===== src/verilog/adc_fmt_pkg.sv =====
package adc_fmt_pkg;

  // ---------------------------------------------------------------
  // word and pipeline
  // ---------------------------------------------------------------
  localparam int unsigned DATA_W  = 14;
  localparam int unsigned WORD_W  = DATA_W + 1; // range flag on top
  localparam int unsigned LATENCY = 7;          // encode cycles

  // ---------------------------------------------------------------
  // register map, byte addresses
  // ---------------------------------------------------------------
  localparam int unsigned ADR_W         = 8;
  localparam logic [7:0]  OFF_CTRL      = 8'h00;
  localparam logic [7:0]  OFF_IRQ_STAT  = 8'h04;
  localparam logic [7:0]  OFF_IRQ_CLR   = 8'h08;
  localparam logic [7:0]  OFF_IRQ_EN    = 8'h0c;
  localparam logic [7:0]  OFF_LAST_WORD = 8'h10;

  // ---------------------------------------------------------------
  // control register fields
  // ---------------------------------------------------------------
  localparam int unsigned CTL_W        = 7;
  localparam int unsigned CTL_MODE_LSB = 0;
  localparam int unsigned CTL_FMT_LSB  = 2;
  localparam int unsigned CTL_PD_BIT   = 4;
  localparam int unsigned CTL_DITHER_ENABLE_IN_BIT = 5;
  localparam int unsigned CTL_RANDOMIZER_ENABLE_IN_BIT = 6;
  localparam logic [6:0]  CTL_RESET    = 7'h00;

  // output interface codes (strap level 0, 1/3, 2/3, full)
  localparam logic [1:0] MODE_FULL     = 2'h0;
  localparam logic [1:0] MODE_DEMUX    = 2'h1;
  localparam logic [1:0] MODE_LP_DIFF  = 2'h2;
  localparam logic [1:0] MODE_STD_DIFF = 2'h3;

  // format codes (strap level 0, 1/3, 2/3, full)
  localparam logic [1:0] FMT_OB_NOSTAB = 2'h0;
  localparam logic [1:0] FMT_OB_STAB   = 2'h1;
  localparam logic [1:0] FMT_TC_STAB   = 2'h2;
  localparam logic [1:0] FMT_TC_NOSTAB = 2'h3;

  // ---------------------------------------------------------------
  // interrupt events
  // ---------------------------------------------------------------
  localparam int unsigned EV_W     = 2;
  localparam int unsigned EV_WORD  = 0;
  localparam int unsigned EV_RANGE = 1;
  localparam logic [1:0]  EV_RESET = 2'h0;

endpackage


===== src/verilog/level_sync.sv =====
`timescale 1ns/1ps

// two-stage synchroniser for asynchronous levels
module level_sync #(
  parameter int unsigned WIDTH = 1
) (
  // clock and reset
  input  wire logic             clk_i,
  input  wire logic             rst_i,
  // levels
  input  wire logic [WIDTH-1:0] d_i,
  output logic      [WIDTH-1:0] q_o
);

  logic [WIDTH-1:0] meta_q;
  logic [WIDTH-1:0] sync_q;

  // first stage feeds only the second stage
  always_ff @(posedge clk_i) begin
    if (rst_i) begin
      meta_q <= '0;
      sync_q <= '0;
    end else begin
      meta_q <= d_i;
      sync_q <= meta_q;
    end
  end

  assign q_o = sync_q;

endmodule


===== src/verilog/adc_output_formatter.sv =====
`timescale 1ns/1ps

module adc_output_formatter (
  // system
  input  wire logic                          clk_i,
  input  wire logic                          rst_i,
  // wishbone slave
  input  wire logic                          wb_cyc_i,
  input  wire logic                          wb_stb_i,
  input  wire logic                          wb_we_i,
  input  wire logic [adc_fmt_pkg::ADR_W-1:0] wb_adr_i,
  input  wire logic [3:0]                    wb_sel_i,
  input  wire logic [31:0]                   wb_dat_i,
  output logic      [31:0]                   wb_dat_o,
  output logic                               wb_ack_o,
  output logic                               irq_o,
  // encode pair and converter core
  input  wire logic                          encode_clock_pos_i,
  input  wire logic                          encode_clock_neg_i,
  input  wire logic [13:0]                   core_sample_i,
  input  wire logic                          core_range_i,
  // single-ended buses
  output logic      [13:0]                   primary_data_bus_o,
  output logic                               primary_range_flag_o,
  output logic                               primary_oe_o,
  output logic      [13:0]                   secondary_data_bus_o,
  output logic                               secondary_range_flag_o,
  output logic                               secondary_oe_o,
  output logic                               valid_clock_true_o,
  output logic                               valid_clock_inverted_o,
  // differential outputs
  output logic      [13:0]                   diff_data_pairs_p_o,
  output logic      [13:0]                   diff_data_pairs_n_o,
  output logic                               diff_valid_clock_p_o,
  output logic                               diff_valid_clock_n_o,
  output logic                               diff_range_flag_p_o,
  output logic                               diff_range_flag_n_o,
  output logic                               diff_oe_o,
  output logic                               diff_low_power_o,
  // analog controls
  output logic                               analog_power_down_o,
  output logic                               dither_active_o,
  output logic                               stabilizer_on_o
);

  // ---------------------------------------------------------------
  // declarations
  // ---------------------------------------------------------------
  localparam int unsigned DW = adc_fmt_pkg::DATA_W;
  localparam int unsigned PIPE_N = adc_fmt_pkg::LATENCY;
  logic [1:0]                      enc_s;
  logic                            enc_high_q;
  logic [adc_fmt_pkg::WORD_W-1:0]  pipe_q [PIPE_N];
  logic [adc_fmt_pkg::CTL_W-1:0]   ctrl_q, ctrl_d;
  logic [adc_fmt_pkg::EV_W-1:0]    status_q, status_d;
  logic [adc_fmt_pkg::EV_W-1:0]    irq_en_q, irq_en_d;
  logic [adc_fmt_pkg::WORD_W-1:0]  last_q;
  logic                            ack_q, irq_q;
  logic [31:0]                     rdata_q;
  logic                            phase_q;
  logic                            vt_q, vi_q, vt_d;
  logic [DW-1:0]                   pri_q, sec_q, dp_q, dn_q;
  logic                            pri_rng_q, sec_rng_q, fp_q, fn_q;
  logic                            pri_oe_q, sec_oe_q, diff_oe_q;
  logic                            lp_q, apd_q, dither_enable_in_q, stab_q;

  // ---------------------------------------------------------------
  // encode edge detection
  // ---------------------------------------------------------------
  level_sync #(
    .WIDTH (2)
  ) u_enc_sync (
    .clk_i (clk_i),
    .rst_i (rst_i),
    .d_i   ({encode_clock_pos_i, encode_clock_neg_i}),
    .q_o   (enc_s)
  );

  // encode is high while the true leg is above the complement leg
  wire enc_high = enc_s[1] & ~enc_s[0];
  wire enc_rise = enc_high & ~enc_high_q;
  wire enc_fall = ~enc_high & enc_high_q;
  always_ff @(posedge clk_i) begin
    if (rst_i) enc_high_q <= 1'b0;
    else       enc_high_q <= enc_high;
  end

  // ---------------------------------------------------------------
  // control decode
  // ---------------------------------------------------------------
  wire [1:0] mode_c   = ctrl_q[adc_fmt_pkg::CTL_MODE_LSB +: 2];
  wire [1:0] fmt_c    = ctrl_q[adc_fmt_pkg::CTL_FMT_LSB +: 2];
  wire       pd       = ctrl_q[adc_fmt_pkg::CTL_PD_BIT];
  wire       randomizer_enable_in_on  = ctrl_q[adc_fmt_pkg::CTL_RANDOMIZER_ENABLE_IN_BIT];
  wire       is_full  = (mode_c == adc_fmt_pkg::MODE_FULL);
  wire       is_demux = (mode_c == adc_fmt_pkg::MODE_DEMUX);
  wire       is_lp    = (mode_c == adc_fmt_pkg::MODE_LP_DIFF);
  wire       is_diff  = is_lp | (mode_c == adc_fmt_pkg::MODE_STD_DIFF);
  wire       twos     = (fmt_c == adc_fmt_pkg::FMT_TC_STAB) |
                        (fmt_c == adc_fmt_pkg::FMT_TC_NOSTAB);
  wire       stab     = (fmt_c == adc_fmt_pkg::FMT_OB_STAB) |
                        (fmt_c == adc_fmt_pkg::FMT_TC_STAB);
  // no capture while powered down: the analog core is off
  wire update   = enc_rise & ~pd;

  // ---------------------------------------------------------------
  // pipeline and word formatting
  // ---------------------------------------------------------------
  // capture on encode rise, shift one stage per encode cycle
  always_ff @(posedge clk_i) begin
    if (rst_i) begin
      for (int i = 0; i < PIPE_N; i++) pipe_q[i] <= '0;
    end else if (update) begin
      pipe_q[0] <= {core_range_i, core_sample_i};
      for (int i = 1; i < PIPE_N; i++) pipe_q[i] <= pipe_q[i-1];
    end
  end

  wire [DW-1:0] raw_word = pipe_q[PIPE_N-1][DW-1:0];
  wire          out_rng  = pipe_q[PIPE_N-1][DW];
  // two's complement is offset binary with the msb flipped
  wire [DW-1:0] fmt_word = twos ? {~raw_word[DW-1], raw_word[DW-2:0]}
                                : raw_word;
  // bit 0 stays plain so the receiver can undo the xor
  wire [DW-1:0] out_word = randomizer_enable_in_on ?
    {fmt_word[DW-1:1] ^ {(DW-1){fmt_word[0]}}, fmt_word[0]} :
    fmt_word;
  // demuxed mode: even samples to primary, odd to secondary
  wire pri_load = ~is_diff & (~is_demux | ~phase_q);
  wire sec_load = is_demux & phase_q;

  // ---------------------------------------------------------------
  // output registers
  // ---------------------------------------------------------------
  // single-ended data, range flags and differential pairs
  always_ff @(posedge clk_i) begin
    if (rst_i) begin
      pri_q     <= '0;
      pri_rng_q <= 1'b0;
      sec_q     <= '0;
      sec_rng_q <= 1'b0;
      dp_q      <= '0;
      dn_q      <= '1;
      fp_q      <= 1'b0;
      fn_q      <= 1'b1;
      phase_q   <= 1'b0;
    end else if (update) begin
      if (pri_load) begin
        pri_q     <= out_word;
        pri_rng_q <= out_rng;
      end
      if (sec_load) begin
        sec_q     <= out_word;
        sec_rng_q <= out_rng;
      end
      if (is_diff) begin
        dp_q <= out_word;
        dn_q <= ~out_word;
        fp_q <= out_rng;
        fn_q <= ~out_rng;
      end
      phase_q <= is_demux & ~phase_q;
    end
  end

  // full rate: follows encode; demuxed: moves on falls, buses settled
  assign vt_d = pd ? 1'b0 :
                is_demux ? (enc_fall ? ~phase_q : vt_q) :
                enc_rise ? 1'b1 :
                enc_fall ? 1'b0 : vt_q;
  // valid clocks, drive enables and analog controls
  always_ff @(posedge clk_i) begin
    if (rst_i) begin
      vt_q      <= 1'b0;
      vi_q      <= 1'b1;
      pri_oe_q  <= 1'b0;
      sec_oe_q  <= 1'b0;
      diff_oe_q <= 1'b0;
      lp_q      <= 1'b0;
      apd_q     <= 1'b0;
      dither_enable_in_q    <= 1'b0;
      stab_q    <= 1'b0;
    end else begin
      vt_q      <= vt_d;
      vi_q      <= ~vt_d;
      pri_oe_q  <= ~pd & ~is_diff;
      sec_oe_q  <= ~pd & is_demux;
      diff_oe_q <= ~pd & is_diff;
      lp_q      <= is_lp;
      apd_q     <= pd;
      dither_enable_in_q    <= ctrl_q[adc_fmt_pkg::CTL_DITHER_ENABLE_IN_BIT] & ~pd;
      stab_q    <= stab;
    end
  end

  // ---------------------------------------------------------------
  // wishbone register file
  // ---------------------------------------------------------------
  // one wait state: ack follows the request by one clock
  wire bus_req = wb_cyc_i & wb_stb_i & ~ack_q;
  wire bus_wr  = bus_req & wb_we_i & wb_sel_i[0];
  wire hit_ctl = (wb_adr_i == adc_fmt_pkg::OFF_CTRL);
  wire hit_st  = (wb_adr_i == adc_fmt_pkg::OFF_IRQ_STAT);
  wire hit_clr = (wb_adr_i == adc_fmt_pkg::OFF_IRQ_CLR);
  wire hit_en  = (wb_adr_i == adc_fmt_pkg::OFF_IRQ_EN);
  wire hit_lw  = (wb_adr_i == adc_fmt_pkg::OFF_LAST_WORD);
  wire [adc_fmt_pkg::EV_W-1:0] events  = {update & out_rng, update};
  wire [adc_fmt_pkg::EV_W-1:0] clr_msk = (bus_wr & hit_clr) ?
    wb_dat_i[adc_fmt_pkg::EV_W-1:0] : '0;
  assign ctrl_d   = (bus_wr & hit_ctl) ?
                    wb_dat_i[adc_fmt_pkg::CTL_W-1:0] : ctrl_q;
  assign irq_en_d = (bus_wr & hit_en) ?
                    wb_dat_i[adc_fmt_pkg::EV_W-1:0] : irq_en_q;
  // a new event beats a clear in the same cycle
  assign status_d = (status_q & ~clr_msk) | events;
  // unmapped and write-only addresses read as zero
  wire [31:0] rd_mux =
    hit_ctl ? {{(32-adc_fmt_pkg::CTL_W){1'b0}}, ctrl_q}  :
    hit_st  ? {{(32-adc_fmt_pkg::EV_W){1'b0}}, status_q} :
    hit_en  ? {{(32-adc_fmt_pkg::EV_W){1'b0}}, irq_en_q} :
    hit_lw  ? {{(32-adc_fmt_pkg::WORD_W){1'b0}}, last_q} : 32'h0000_0000;

  always_ff @(posedge clk_i) begin
    if (rst_i) begin
      ctrl_q   <= adc_fmt_pkg::CTL_RESET;
      irq_en_q <= adc_fmt_pkg::EV_RESET;
      status_q <= adc_fmt_pkg::EV_RESET;
      last_q   <= '0;
      ack_q    <= 1'b0;
      rdata_q  <= 32'h0000_0000;
      irq_q    <= 1'b0;
    end else begin
      ctrl_q   <= ctrl_d;
      irq_en_q <= irq_en_d;
      status_q <= status_d;
      if (update) last_q <= {out_rng, out_word};
      ack_q    <= bus_req;
      rdata_q  <= bus_req ? rd_mux : 32'h0000_0000;
      irq_q    <= |(status_d & irq_en_d);
    end
  end

  // ---------------------------------------------------------------
  // port drive
  // ---------------------------------------------------------------
  assign wb_dat_o               = rdata_q;
  assign wb_ack_o               = ack_q;
  assign irq_o                  = irq_q;
  assign primary_data_bus_o     = pri_q;
  assign primary_range_flag_o   = pri_rng_q;
  assign primary_oe_o           = pri_oe_q;
  assign secondary_data_bus_o   = sec_q;
  assign secondary_range_flag_o = sec_rng_q;
  assign secondary_oe_o         = sec_oe_q;
  assign valid_clock_true_o     = vt_q;
  assign valid_clock_inverted_o = vi_q;
  assign diff_data_pairs_p_o    = dp_q;
  assign diff_data_pairs_n_o    = dn_q;
  assign diff_valid_clock_p_o   = vt_q;
  assign diff_valid_clock_n_o   = vi_q;
  assign diff_range_flag_p_o    = fp_q;
  assign diff_range_flag_n_o    = fn_q;
  assign diff_oe_o              = diff_oe_q;
  assign diff_low_power_o       = lp_q;
  assign analog_power_down_o    = apd_q;
  assign dither_active_o        = dither_enable_in_q;
  assign stabilizer_on_o        = stab_q;
endmodule


===== config.mk =====
export PLATFORM = sky130hd
export DESIGN_NAME = adc_output_formatter
export DESIGN_NICKNAME = d
export VERILOG_FILES = /design/src/verilog/adc_fmt_pkg.sv /design/src/verilog/level_sync.sv /design/src/verilog/adc_output_formatter.sv
export SDC_FILE = /design/constraint.sdc
export NUM_CORES = 1
export LEC_CHECK = 0
export ABC_AREA = 1
export BUFFER_PORTS_ARGS = -buffer_cell sky130_fd_sc_hd__buf_2
export CORE_UTILIZATION = 54
export CTS_BUF_LIST = sky130_fd_sc_hd__clkbuf_16
export DETAILED_ROUTE_END_ITERATION = 10
export HOLD_SLACK_MARGIN = 0.05
export PLACE_DENSITY = 0.86
export SLEW_MARGIN = 15
export SYNTH_ARGS = -nofsm -noshare
export SYNTH_HDL_FRONTEND = slang
export SYNTH_SLANG_ARGS = --single-unit

===== constraint.sdc =====
create_clock -name clk_i -period 3.3 [get_ports clk_i]
set_clock_uncertainty 0.2 [all_clocks]
set_input_delay 0.495 -clock clk_i [delete_from_list [all_inputs] [get_ports clk_i]]
set_output_delay 0.495 -clock clk_i [all_outputs]
set_load 0.005 [all_outputs]

======== Word level (Yosys, flattened, before mapping) ========
Memories as Yosys holds them, arrays and structs flattened.
Index checks and enable logic that the tools add are counted.
word-level totals
  flip-flop bits (word level) ............. 135
  bits in writable memories ............... 105
  input bits .............................. 66
  output and inout port bits .............. 105
  word-level logic and storage cells ...... 123
  memories ................................ 1
memories
  memory  depth  width  rd ports  clocked after Yosys merged registers in  write ports  RTL line                    RTL
  pipe_q  7      15     7         0                                        7            adc_output_formatter.sv:53  logic [adc_fmt_pkg::WORD_W-1:0] pipe_q [PIPE_N];
cells by class
  eq/ne operators ......................... 10
  multiplexer cells ....................... 25
  bitwise logic cells ..................... 49
  reduce and logical (&&, ||, !) cells .... 8
operator list
  kind                                                                    count
  15-bit 2-to-1 mux                                                       7
  14-bit 2-to-1 mux                                                       2
  7-bit 2-to-1 mux                                                        4
  1-bit AND                                                               19
  8-bit by 4-bit equality test with 1-bit output (second input constant)  2
  14-bit inverter                                                         1
  1-bit inverter                                                          13
  13-bit bitwise XOR                                                      1
  1-bit bitwise OR                                                        11
  1-bit 2-to-1 mux                                                        10
  2-bit equality test (second input constant)                             4
  8-bit by 3-bit equality test with 1-bit output (second input constant)  1
  8-bit by 5-bit equality test with 1-bit output (second input constant)  1
  8-bit logical NOT                                                       1
  2-bit AND reduction                                                     3
  6-bit OR reduction                                                      1
  5-bit OR reduction                                                      1
  2-bit AND                                                               2
  2-bit by 1-bit equality test with 1-bit output (second input constant)  2
  2-bit 2-to-1 mux                                                        2
  2-bit OR reduction                                                      2
  2-bit inverter                                                          1
  2-bit bitwise OR                                                        1

======== Longest topological paths before layout ========
Gate-level depths: netlist of run 1.
  word-level depth ........................ 11
  gate-level depth with buffers ........... 10

======== By module ========
A second synthesis of run 1 with hierarchy kept.
second synthesis, totals
  cell total of the unflattened synthesis .. 845
  area total of the unflattened synthesis .. 8284.2 um^2
by module, submodules not included
  module                times used  cells an instance  area each (um^2)  seq. area each (um^2)
  adc_output_formatter  1           833                8174.1            5435.2
  level_sync            1           12                 110.1             80.1

======== Least setup slack after synthesis of run 1 ========
Ideal clock, no wire load.
  path kind ............................... input port to flip-flop
  start ................................... input port rst_i
  end ..................................... memory pipe_q[0][0] (netlist name) (enable)
  library setup time ...................... 0.420 ns
  arrival ................................. 2.247 ns
  path slack .............................. 0.434 ns
  cell stages on the path ................. 4
  buffers on the path ..................... 2
  cells stage by stage .................... buf_2 inv_1 nand2_1 buf_2
RTL lines
  element             RTL line                    RTL
  start: declaration  adc_output_formatter.sv:6   input wire logic rst_i,
  end: declaration    adc_output_formatter.sv:53

======== Final worst setup path of run 1 ========
  start ................................... register ctrl_q[1] (netlist name)
  end ..................................... register pri_rng_q (netlist: primary_range_flag_o)
between the ends
  longest elaborated chain between the ends .. 5
  elaborated cells on any way between the ends .. 9
  those cells by class .................... eq/ne (3); bitwise (5); reduce/logical (1)
RTL lines
  element                                                    RTL line                                                 RTL
  start: declaration                                         adc_output_formatter.sv:54                               logic [adc_fmt_pkg::CTL_W-1:0] ctrl_q, ctrl_d;
  start signal: assignment                                   adc_output_formatter.sv:225                              ctrl_q <= adc_fmt_pkg::CTL_RESET;
  start signal: assignment                                   adc_output_formatter.sv:233                              ctrl_q <= ctrl_d;
  2-bit equality test (tied with other cells)                adc_output_formatter.sv:97                               wire is_lp = (mode_c == adc_fmt_pkg::MODE_LP_DIFF);
  1-bit bitwise OR / 1-bit inverter (equally long branches)  adc_output_formatter.sv:98, adc_output_formatter.sv:129
  1-bit inverter / 1-bit bitwise OR (equally long branches)  adc_output_formatter.sv:129                              wire pri_load = ~is_diff & (~is_demux | ~phase_q);
  1-bit AND (*)                                              adc_output_formatter.sv:129
  2-bit AND reduction (no line) (*)                          n/a
  end signal: assignment                                     adc_output_formatter.sv:150                              pri_rng_q <= out_rng;
  end: declaration                                           adc_output_formatter.sv:63                               logic pri_rng_q, sec_rng_q, fp_q, fn_q;
Mark *: on every way between the ends. The rest lies on a longest branch, timed or not.
A chain may end at the register's enable or synchronous reset.

==> impl_metrics.toml, run 1 <==
[setup_path]
cp-startpoint = "ctrl_q[1]"
cpMaxStageDelayCell = "dfxtp_1"
cpMostUsedCell = "inv_2"
crit_type = "flop to flop"
r2r_start = "ctrl_q[1]"
path_cells = "inv_2 > nand2_4 > nor2_4 > nor3_4 > inv_2 > o21ai_0 > nor2_1"
crit_fanout = 16
worstSetupEndpointType = "flop"
start_kind = "flop"
critPathBufInv = 2
critical-path-max-stage-delay_ns = 0.53
crit_arrival_ns = 2.45
critPathTopFamily = "simple AND/OR/NAND/NOR gates"
cp.required_ns = 3.49

[drt]
wl_per_cell_um = 12.8
via_per_inst = 4.88
antenna_left = 0
dr.pass1.iters = 5
drc = 0
drtIter0Drc = 536
num_vias = 5743
routed_wl_mm = 15.1

[global_route]
overflow = 0
antenna_found_initial = 0
first_global_vias = 5287
grt_max_degree = 107
grt_pass1_wl_mm = 24.5
grt_usage_pct = 19.1

[floorplan]
io_pins = 171
die_w_um = 126
dieHeight_um = 126
core-area_mm2 = 0.0151
initial_core_util_pct = 55.1
rows = 45
fp.dieArea_mm2 = 0.0159

[timing]
fin_crit_ns = 2.26
hold_violations = 0
finalCritPeriodShare_pct = 68.4
tns_ns = 0
worst_pin_slew_ns = 1.04
max_slew_margin_pct = 31.0
slew_viol_final = 0
hold_ws_ns = 0.0622
grt_setup_unrepaired = "no"
setup_viol = 0
max_freq_mhz = 443

[layout]
synthToLayoutAreaGrowth_pct = 16.3
insertedDiodeCount = 0
layout-drive-gt1-share_pct = 17.4
final_cells = 1178
seq_area_mm2 = 0.00552
fill_cells = 1124
nNetsFinal = 1046
final_common_cell = "nor2_1"
final_cell_mix = "nor2_1, inv_1, buf_2"
multi_input_comb_area_mm2 = 0.00197

[placed_design]
portBuffers = 125
hpwl_mm = 9.53
placedCellCount = 1140
place_congestion = 0.821

[synthesis]
syn_inst = 854
yosys.area_share.simple_pct = 13.9
yosysUniqueCellTypes = 29
yosysSeqAreaShare_pct = 66.1
synth-seq-cells = 223
synth_top_family_by_area = "simple AND/OR/NAND/NOR gates"
synth_xor_area_share_pct = 1.37
synthAdderAreaFrac_pct = 0.300
synth-compound-area-share_pct = 7.25
syn_area_per_cell_um2 = 9.77
syn_area_mm2 = 0.00834
ys.warnings.count = 0
synthMuxAreaShare_pct = 0

[power]
irDropWorstVdd_mv = 0.482
leakage_uw = 0.00443
power.density_mw_per_mm2 = 565

[clock_tree]
cts_buffer_depth = 3
cts.sinks = 223
post_cts.repair.setup_buffers = 0
cts.clk_slew.worst_paths_ns = 0.06
cts_tree = "done"
numCtsBuffers = 22
clkLatencyLatePin_ns = 0.50
htree_levels = 1
root_buffer = "clkbuf_16"

[worst_hold_path]
min_path_type = "primary input to flop"
min_from = "wb_dat_i[6]"

[job]
cap_viol_max_count = 0

[status]
status = "finished clean"
cells in the mapped netlist:
| cell type | count | share of area (%) |
|---|---|---|
| buf_2 | 12 | 0.72 |
| nand2_1 | 68 | 3.1 |
| nand3_2 | 1 | 0.12 |
| a21oi_1 | 32 | 1.9 |
| o22ai_1 | 13 | 0.98 |
| clkbuf_1 | 14 | 0.63 |
| nor3_4 | 1 | 0.20 |
| a211oi_1 | 1 | 0.090 |
| xor2_1 | 1 | 0.11 |
| nor3_1 | 1 | 0.060 |
| o21ai_0 | 50 | 3.0 |
| conb_1 | 1 | 0.045 |
| buf_4 | 21 | 1.9 |
| buf_1 | 1 | 0.045 |
| dfxtp_1 | 118 | 28 |
| nor2_4 | 2 | 0.27 |
| nor2_2 | 3 | 0.23 |
| nor2_1 | 195 | 8.8 |
| inv_2 | 5 | 0.23 |
| nand2_4 | 1 | 0.14 |
| nand4_1 | 2 | 0.15 |
| o21a_1 | 12 | 1.1 |
| buf_6 | 2 | 0.27 |
| xnor2_1 | 12 | 1.3 |
| ha_1 | 2 | 0.30 |
| a21o_1 | 2 | 0.18 |
| nand3_1 | 15 | 0.90 |
| edfxtp_1 | 105 | 38 |
| inv_1 | 161 | 7.2 |
metal layers:
metal / share of wire [%] / global-route usage (%) / wire length [um]
met3: 6.7 / 3.95 / 1010
met4: 3.2 / 7.44 / 483
met1: 40 / 21.8 / 6040
met2: 50 / 34.9 / 7600
met5: 0 / 0 / 0
worst register-to-register path, delay by kind of cell, from the launching register on:
| family | cells | cell delay (ns) |
|---|---|---|
| flip-flops | 1 | 0.53 |
| buffers and inverters | 2 | 0.41 |
| AND/OR/NAND/NOR | 4 | 0.77 |
| AO/OA/AOI/OAI | 1 | 0.25 |
cell families after synthesis:
logic type,Yosys count
AO/OA/AOI/OAI,110
AND/OR/NAND/NOR,289
flip-flops,223
buffers and inverters,216
XOR/XNOR,13
adder cells (fa/ha/maj),2
other,1
per-stage QoR:
step	util, %	instance area, um^2	total power, uW	worst slack [ns]
floorplan	-	8400	3240	0.434
global placement	59.7	9040	3290	0.922
detailed placement	59.7	9040	3310	0.890
CTS	64.1	9700	5530	1.09
global route	64.1	9700	5690	0.935
finish	64.1	9700	5490	1.04
path summary, 6_finish.rpt:
path,slack (ns),cells after the start,end
worst max-delay path,1.04,7,primary_range_flag_o
worst min-delay path,0.06,3,ctrl_q[6]
worst max register to register,1.04,7,primary_range_flag_o
worst min register to register,0.19,2,u_enc_sync.q_o[0]
where the power goes:
group,internal [uW],switching [uW]
logic,73.8,158
clock network,1280,954
registers,2990,31.1
registers in the layout, summed over array words and instances, names as in the netlist, 7 cells and up:
| register | count |
|---|---|
| pipe_q | 105 |
| last_q | 15 |
| wb_dat_o | 15 |
| diff_data_pairs_n_o | 14 |
| diff_data_pairs_p_o | 14 |
| primary_data_bus_o | 14 |
| secondary_data_bus_o | 14 |
| ctrl_q | 7 |
layout make-up:
| class | count | area share (%) |
|---|---|---|
| tap | 188 | 2.42 |
| clock inverter | 14 | 0.967 |
| inverter | 166 | 6.43 |
| timing repair buffer | 134 | 7.32 |
| clock buffer | 22 | 5.67 |
| multi-input combinational | 431 | 20.3 |
| sequential | 223 | 56.8 |
what timing repair did:
item,4_1_cts,5_1_grt
resized for setup,0,0
hold buffers,2,0
hold endpoints to repair,2,0
Note: power is estimated with default switching activity, not from simulation.
==> run 2, diff against run 1 <==
- CORE_UTILIZATION: 54 -> 49
- PLACE_DENSITY: 0.86 -> 0.82
- clock period: 3.3 -> 1.8 ns (I/O delays scaled with it)
==> run 2 against run 1 <==
Compared with the run above: register-to-register slack worse by 0.96 ns; cell area up 7.9%; wire length up 12%; flip-flop and latch count unchanged; setup slack worse by 0.99 ns; worst hold slack better by 0.044 ns; die area up 10%; via count up 5.6%.
==> impl_metrics.toml, run 2 (synthesis gave the netlist of run 1 again) <==
[timing]
setup_ws_ns = 0.0574
grt_setup_unrepaired = "yes"
finalCritPeriodShare_pct = 96.8
slew_viol_final = 0
hold_violations = 0
hold_ws_ns = 0.106
max_freq_mhz = 574
setup_viol = 0
fin_crit_ns = 1.74

[power]
power.total_uw = 10600
seqPwrFrac_pct = 52.1
power.density_mw_per_mm2 = 1010
irDropWorstVdd_mv = 0.835
power_frac_clock_pct = 42.8
switching_share_pct = 21.5
p_int_uw = 8330
leakage_uw = 0.00477
p_switching_uw = 2280
p_comb_share_pct = 5.1

[floorplan]
die_w_um = 132
io_pins = 171
core-area_mm2 = 0.0166
dieHeight_um = 132
fp.dieArea_mm2 = 0.0175
initial_core_util_pct = 50.3
rows = 47

[status]
status = "finished clean"

[global_route]
overflow = 0
top_usage_layer = "met2"
grt_pass1_wl_mm = 26.0
use_met2_pct = 33.5
antenna_found_initial = 0
grt_max_degree = 107
grt.met1_usage_pct = 21.4
first_global_vias = 5654
grt_usage_pct = 18.3
use_met3_pct = 2.99

[clock_tree]
cts.sinks = 223
cts.clk_slew.worst_paths_ns = 0.06
numCtsBuffers = 23
cts_tree = "done"
clkLatencyLatePin_ns = 0.51
post_cts.repair.setup_buffers = 0
htree_levels = 1
cts_buffer_depth = 3
root_buffer = "clkbuf_16"

[layout]
insertedDiodeCount = 0
layout-drive-gt1-share_pct = 19.5
final_cell_mix = "nor2_1, inv_1, buf_2"
nNetsFinal = 1100
final_common_cell = "nor2_1"
top_register = "pipe_q"
largest_register_ff_count = 105
synthToLayoutAreaGrowth_pct = 25.5
final_cells = 1269

[setup_path]
worstSetupEndpointType = "flop"
crit_fanout = 53
critPathBufInv = 5
cpMaxStageDelayCell = "dlygate4sd3_1"
cp.required_ns = 1.85
start_kind = "primary input"
path_cells = "dlygate4sd3_1 > buf_2 > nor2_1 > inv_1 > nor2_2 > inv_4 > clkbuf_16 > nor2_1"
crit_arrival_ns = 1.79
critical-path-max-stage-delay_ns = 0.53
cpMostUsedCell = "nor2_1"
critPathTopFamily = "buffers and inverters"
crit_type = "primary input to flop"

[drt]
via_per_inst = 4.78
dr.pass1.iters = 5
antenna_left = 0
drc = 0
wl_per_cell_um = 13.4
num_vias = 6066
routed_wl_mm = 16.9
drtIter0Drc = 413

[placed_design]
hpwl_mm = 9.87
portBuffers = 125
placedCellCount = 1189
place_congestion = 0.807
place_ws_ns = 0.0331

[job]
cap_viol_max_count = 0

[worst_hold_path]
min_path_type = "primary input to flop"
[run 2: cell types whose count changed in the layout (fill, tap and decap cells not counted), sizes merged]
cell	before	now
clkinv	10	11
clkbuf	22	25
buf	132	149
inv	169	172
bufinv	1	2
dlygate4sd3	2	36
[run 2: worst register-to-register path, cell delays in order, from the launching register on]
cell and delay (ns):
dfxtp_1 0.31, inv_1 0.04, nor2_2 0.18, nand3_4 0.20
nand2_4 0.24, buf_12 0.23
[run 2: power by group through the flow]
stage / Clock [uW] / Combinational (uW) / Sequential (uW)
2_1_floorplan: 0 / 303 / 5630
3_3_place_gp: 0 / 435 / 5630
3_5_place_dp: 0 / 449 / 5640
4_1_cts: 4610 / 519 / 5530
5_1_grt: 4810 / 598 / 5540
6_report: 4540 / 538 / 5530
[run 2: worst paths after layout]
path,start,endpoint,slack [ns],depth (start not counted)
max reg2reg,u_enc_sync.q_o[1],pipe_q[0][7],0.08,5
min reg2reg,u_enc_sync.meta_q[1],u_enc_sync.q_o[1],0.21,2
max,rst_i,pipe_q[3][12],0.06,8
min,wb_adr_i[5],wb_dat_o[3],0.11,6
[run 2: what timing repair did]
action | CTS | global route
pin swaps | 0 | 1
resized for setup | 2 | 11
setup endpoints to repair | 2 | 117
hold buffers | 36 | 0
hold endpoints to repair | 44 | 0
cloned | 0 | 2
[run 2: area by class of cell]
type,count,area (um^2)
clock buffer,23,576
timing repair buffer,187,1310
clock inverter,19,155
sequential,223,5520
inverter,166,626
tap,220,275
multi-input combinational,431,2010
fill,1242,6110
[run 2: per-layer routing]
metal	vias up	part of all wire, %
met1	2811	40
met5	-	0
met3	38	5.7
met2	230	51
li1	2987	-
met4	0	3.0
[run 2: through the flow]
step | TNS, ns | cell area (um^2) | util (%)
global route | -1.16 | 10500 | 63.1
detailed placement | 0 | 9280 | 56.0
global placement | 0 | 9280 | 56.0
CTS | 0 | 10400 | 62.6
finish | 0 | 10500 | 63.1
floorplan | 0 | 8420 | -
==> run 3, diff against run 2 <==
- ABC_AREA: 1 -> not set
- PLACE_DENSITY: 0.82 -> 0.83
==> run 3 against run 2 <==
Compared with the run above: the flow now finishes with violations (negative setup slack); setup slack got worse by 0.34 ns; via count decreased by 3.8%; global-route usage increased by 1.1 points; total power increased by 3.2%; die area decreased by 1.5%; register-to-register slack got worse by 0.36 ns; largest cell class unchanged.
==> impl_metrics.toml, run 3 <==
[synthesis]
syn_area_mm2 = 0.00821
synth-seq-cells = 223
ys.warnings.count = 0
yosysUniqueCellTypes = 43
synth-edff-count = 105
syn_inst = 663
ys_top_cells_by_count = "dfxtp_1, edfxtp_1, and2_1, nor2_1, nand2_1"
synthFlopType = "dfxtp_1"
yosys.area.top_type_share_pct = 38.4
synth.area.top_cells = "edfxtp_1, dfxtp_1, and2_1"
async_reset_ff_share_pct = 0
synth_top_area_cell = "edfxtp_1"
syn_area_per_cell_um2 = 12.4
yosysSeqAreaShare_pct = 67.1
synth_most_common_cell = "dfxtp_1"

[drt]
routed-wl-met2_mm = 10.5
num_vias = 5833
antenna_left = 0
maxUsedRoutingLayer = "met4"
dr_wl_met3_mm = 1.05
wl_per_cell_um = 17.3
drc = 0
wl_met1_mm = 7.26
routed_wl_mm = 19.5
via_per_inst = 5.17
dr.pass1.iters = 5
drtIter0Drc = 482

[placed_design]
placed_area_mm2 = 0.00949
hpwl_mm = 9.72
place_congestion = 0.785
place_ws_ns = -0.248
portBuffers = 125
placedCellCount = 1014

[floorplan]
die_w_um = 131
core-area_mm2 = 0.0161
fp.dieArea_mm2 = 0.0173
initial_core_util_pct = 51.0
io_pins = 171
dieHeight_um = 131
rows = 46

[layout]
layout-drive-gt1-share_pct = 34.5
insertedDiodeCount = 0
final_cells = 1128
final_common_cell = "buf_2"
fill_cells = 974
final_cell_mix = "buf_2, dfxtp_1, edfxtp_1"
synthToLayoutAreaGrowth_pct = 40.4
top_register = "pipe_q"
nNetsFinal = 963
fin_area_mm2 = 0.0115
largest_register_ff_count = 105

[setup_path]
start_kind = "flop"
worstSetupEndpointType = "flop"
crit_type = "flop to flop"
crit_arrival_ns = 2.31
crit_fanout = 5
cp.required_ns = 2.03

[timing]
setup_ws_ns = -0.283
hold_violations = 0
setup_viol = 252
hold_ws_ns = 0.0564
grt_setup_unrepaired = "yes"
fin_crit_ns = 2.08
max_freq_mhz = 480
slew_viol_final = 0
finalCritPeriodShare_pct = 116

[job]
cap_viol_max_count = 0

[global_route]
overflow = 0
grt_pass1_wl_mm = 27.0
grt_max_degree = 71
grt_usage_pct = 19.3
first_global_vias = 5578
antenna_found_initial = 0

[power]
power.total_uw = 10900
power.density_mw_per_mm2 = 949
leakage_uw = 0.00490
irDropWorstVdd_mv = 0.765

[clock_tree]
cts_tree = "done"
numCtsBuffers = 23
cts.clk_slew.worst_paths_ns = 0.06
cts_buffer_depth = 3
htree_levels = 1
cts.sinks = 223
clkLatencyLatePin_ns = 0.51
root_buffer = "clkbuf_16"

[worst_hold_path]
min_path_type = "primary input to flop"

[status]
status = "finished with violations"
violations = "negative setup slack"
[run 3: changes by cell type after synthesis, moves of 28 or more]
cell      previous run  this run
and2_1               0       104
nor2_1             195        67
a211oi_1             1        32
nand2_1             68        40
o21ai_0             50         1
inv_1              161         5
[run 3: kinds of logic (layout without fill, tap and decap cells)]
kind of cell    Yosys count  count (layout)  synth area share [%]
other cells               1              17                0.0457
compound gates           87              87                  7.95
flops                   223             223                  67.1
xor+xnor                 13              13                  1.55
mux                      14              14                  1.71
simple gates            261             261                  17.1
fa+ha+maj                 2               2                 0.305
buf+inv                  62             295                  4.20
[run 3: what timing repair did]
item / in CTS / in global routing
gates cloned: 7 / 15
hold buffers: 34 / 1
setup buffers: 10 / 8
endpoints found under the hold margin: 46 / 20
pin swaps: 18 / 19
gates resized for setup: 27 / 60
setup endpoints to repair: 253 / 284
[run 3: cell type report]
| cell class | instances | area, um^2 | share of cell area [%] |
|---|---|---|---|
| Clock buffer | 23 | 576 | 4.99 |
| Clock inverter | 19 | 160 | 1.39 |
| Inverter | 5 | 18.8 | 0.163 |
| Multi-Input combinational cell | 394 | 2680 | 23.2 |
| Sequential cell | 223 | 5520 | 47.8 |
| Tap cell | 216 | 270 | 2.34 |
| Timing Repair Buffer | 248 | 2310 | 20.1 |
[run 3: path summary, 6_finish.rpt]
kind	cells after the start	startpoint	slack [ns]	end
worst max-delay path	7	ctrl_q[4]	-0.28	secondary_data_bus_o[13]
worst min-delay path	5	wb_adr_i[0]	0.06	wb_dat_o[1]
worst max register to register	7	ctrl_q[4]	-0.28	secondary_data_bus_o[13]
worst min register to register	2	diff_data_pairs_n_o[2]	0.24	diff_data_pairs_n_o[2]
[run 3: worst max-delay path, cell delays in order (launching register included)]
cell       delay (ns)
dfxtp_1          0.32
or4b_4           0.57
buf_6            0.17
nor3_4           0.19
buf_6            0.17
clkbuf_16        0.14
nor2_1           0.05
a211oi_2         0.20
[run 3: power breakdown]
part	internal [uW]	switching (uW)	leakage [uW]
registers	5480	61.2	0.00205
logic	402	363	0.00245
clock network	2750	1890	0.000397
total	8630	2320	0.00490
[run 3: metrics by stage]
| step | setup TNS (ns) | utilization [%] |
|---|---|---|
| finish | -42.34 | 71.6 |
| global route | -54.33 | 71.6 |
| CTS | -29.37 | 68.1 |
| detailed placement | -13.91 | 58.9 |
| global placement | -9.11 | 58.9 |
| floorplan | -96.07 | - |
[run 3: metal layers]
metal	vias up	global-route usage, %
met5	-	0
met4	0	6.78
met3	55	3.24
met2	221	36.3
met1	2836	21.9
li1	2721	-
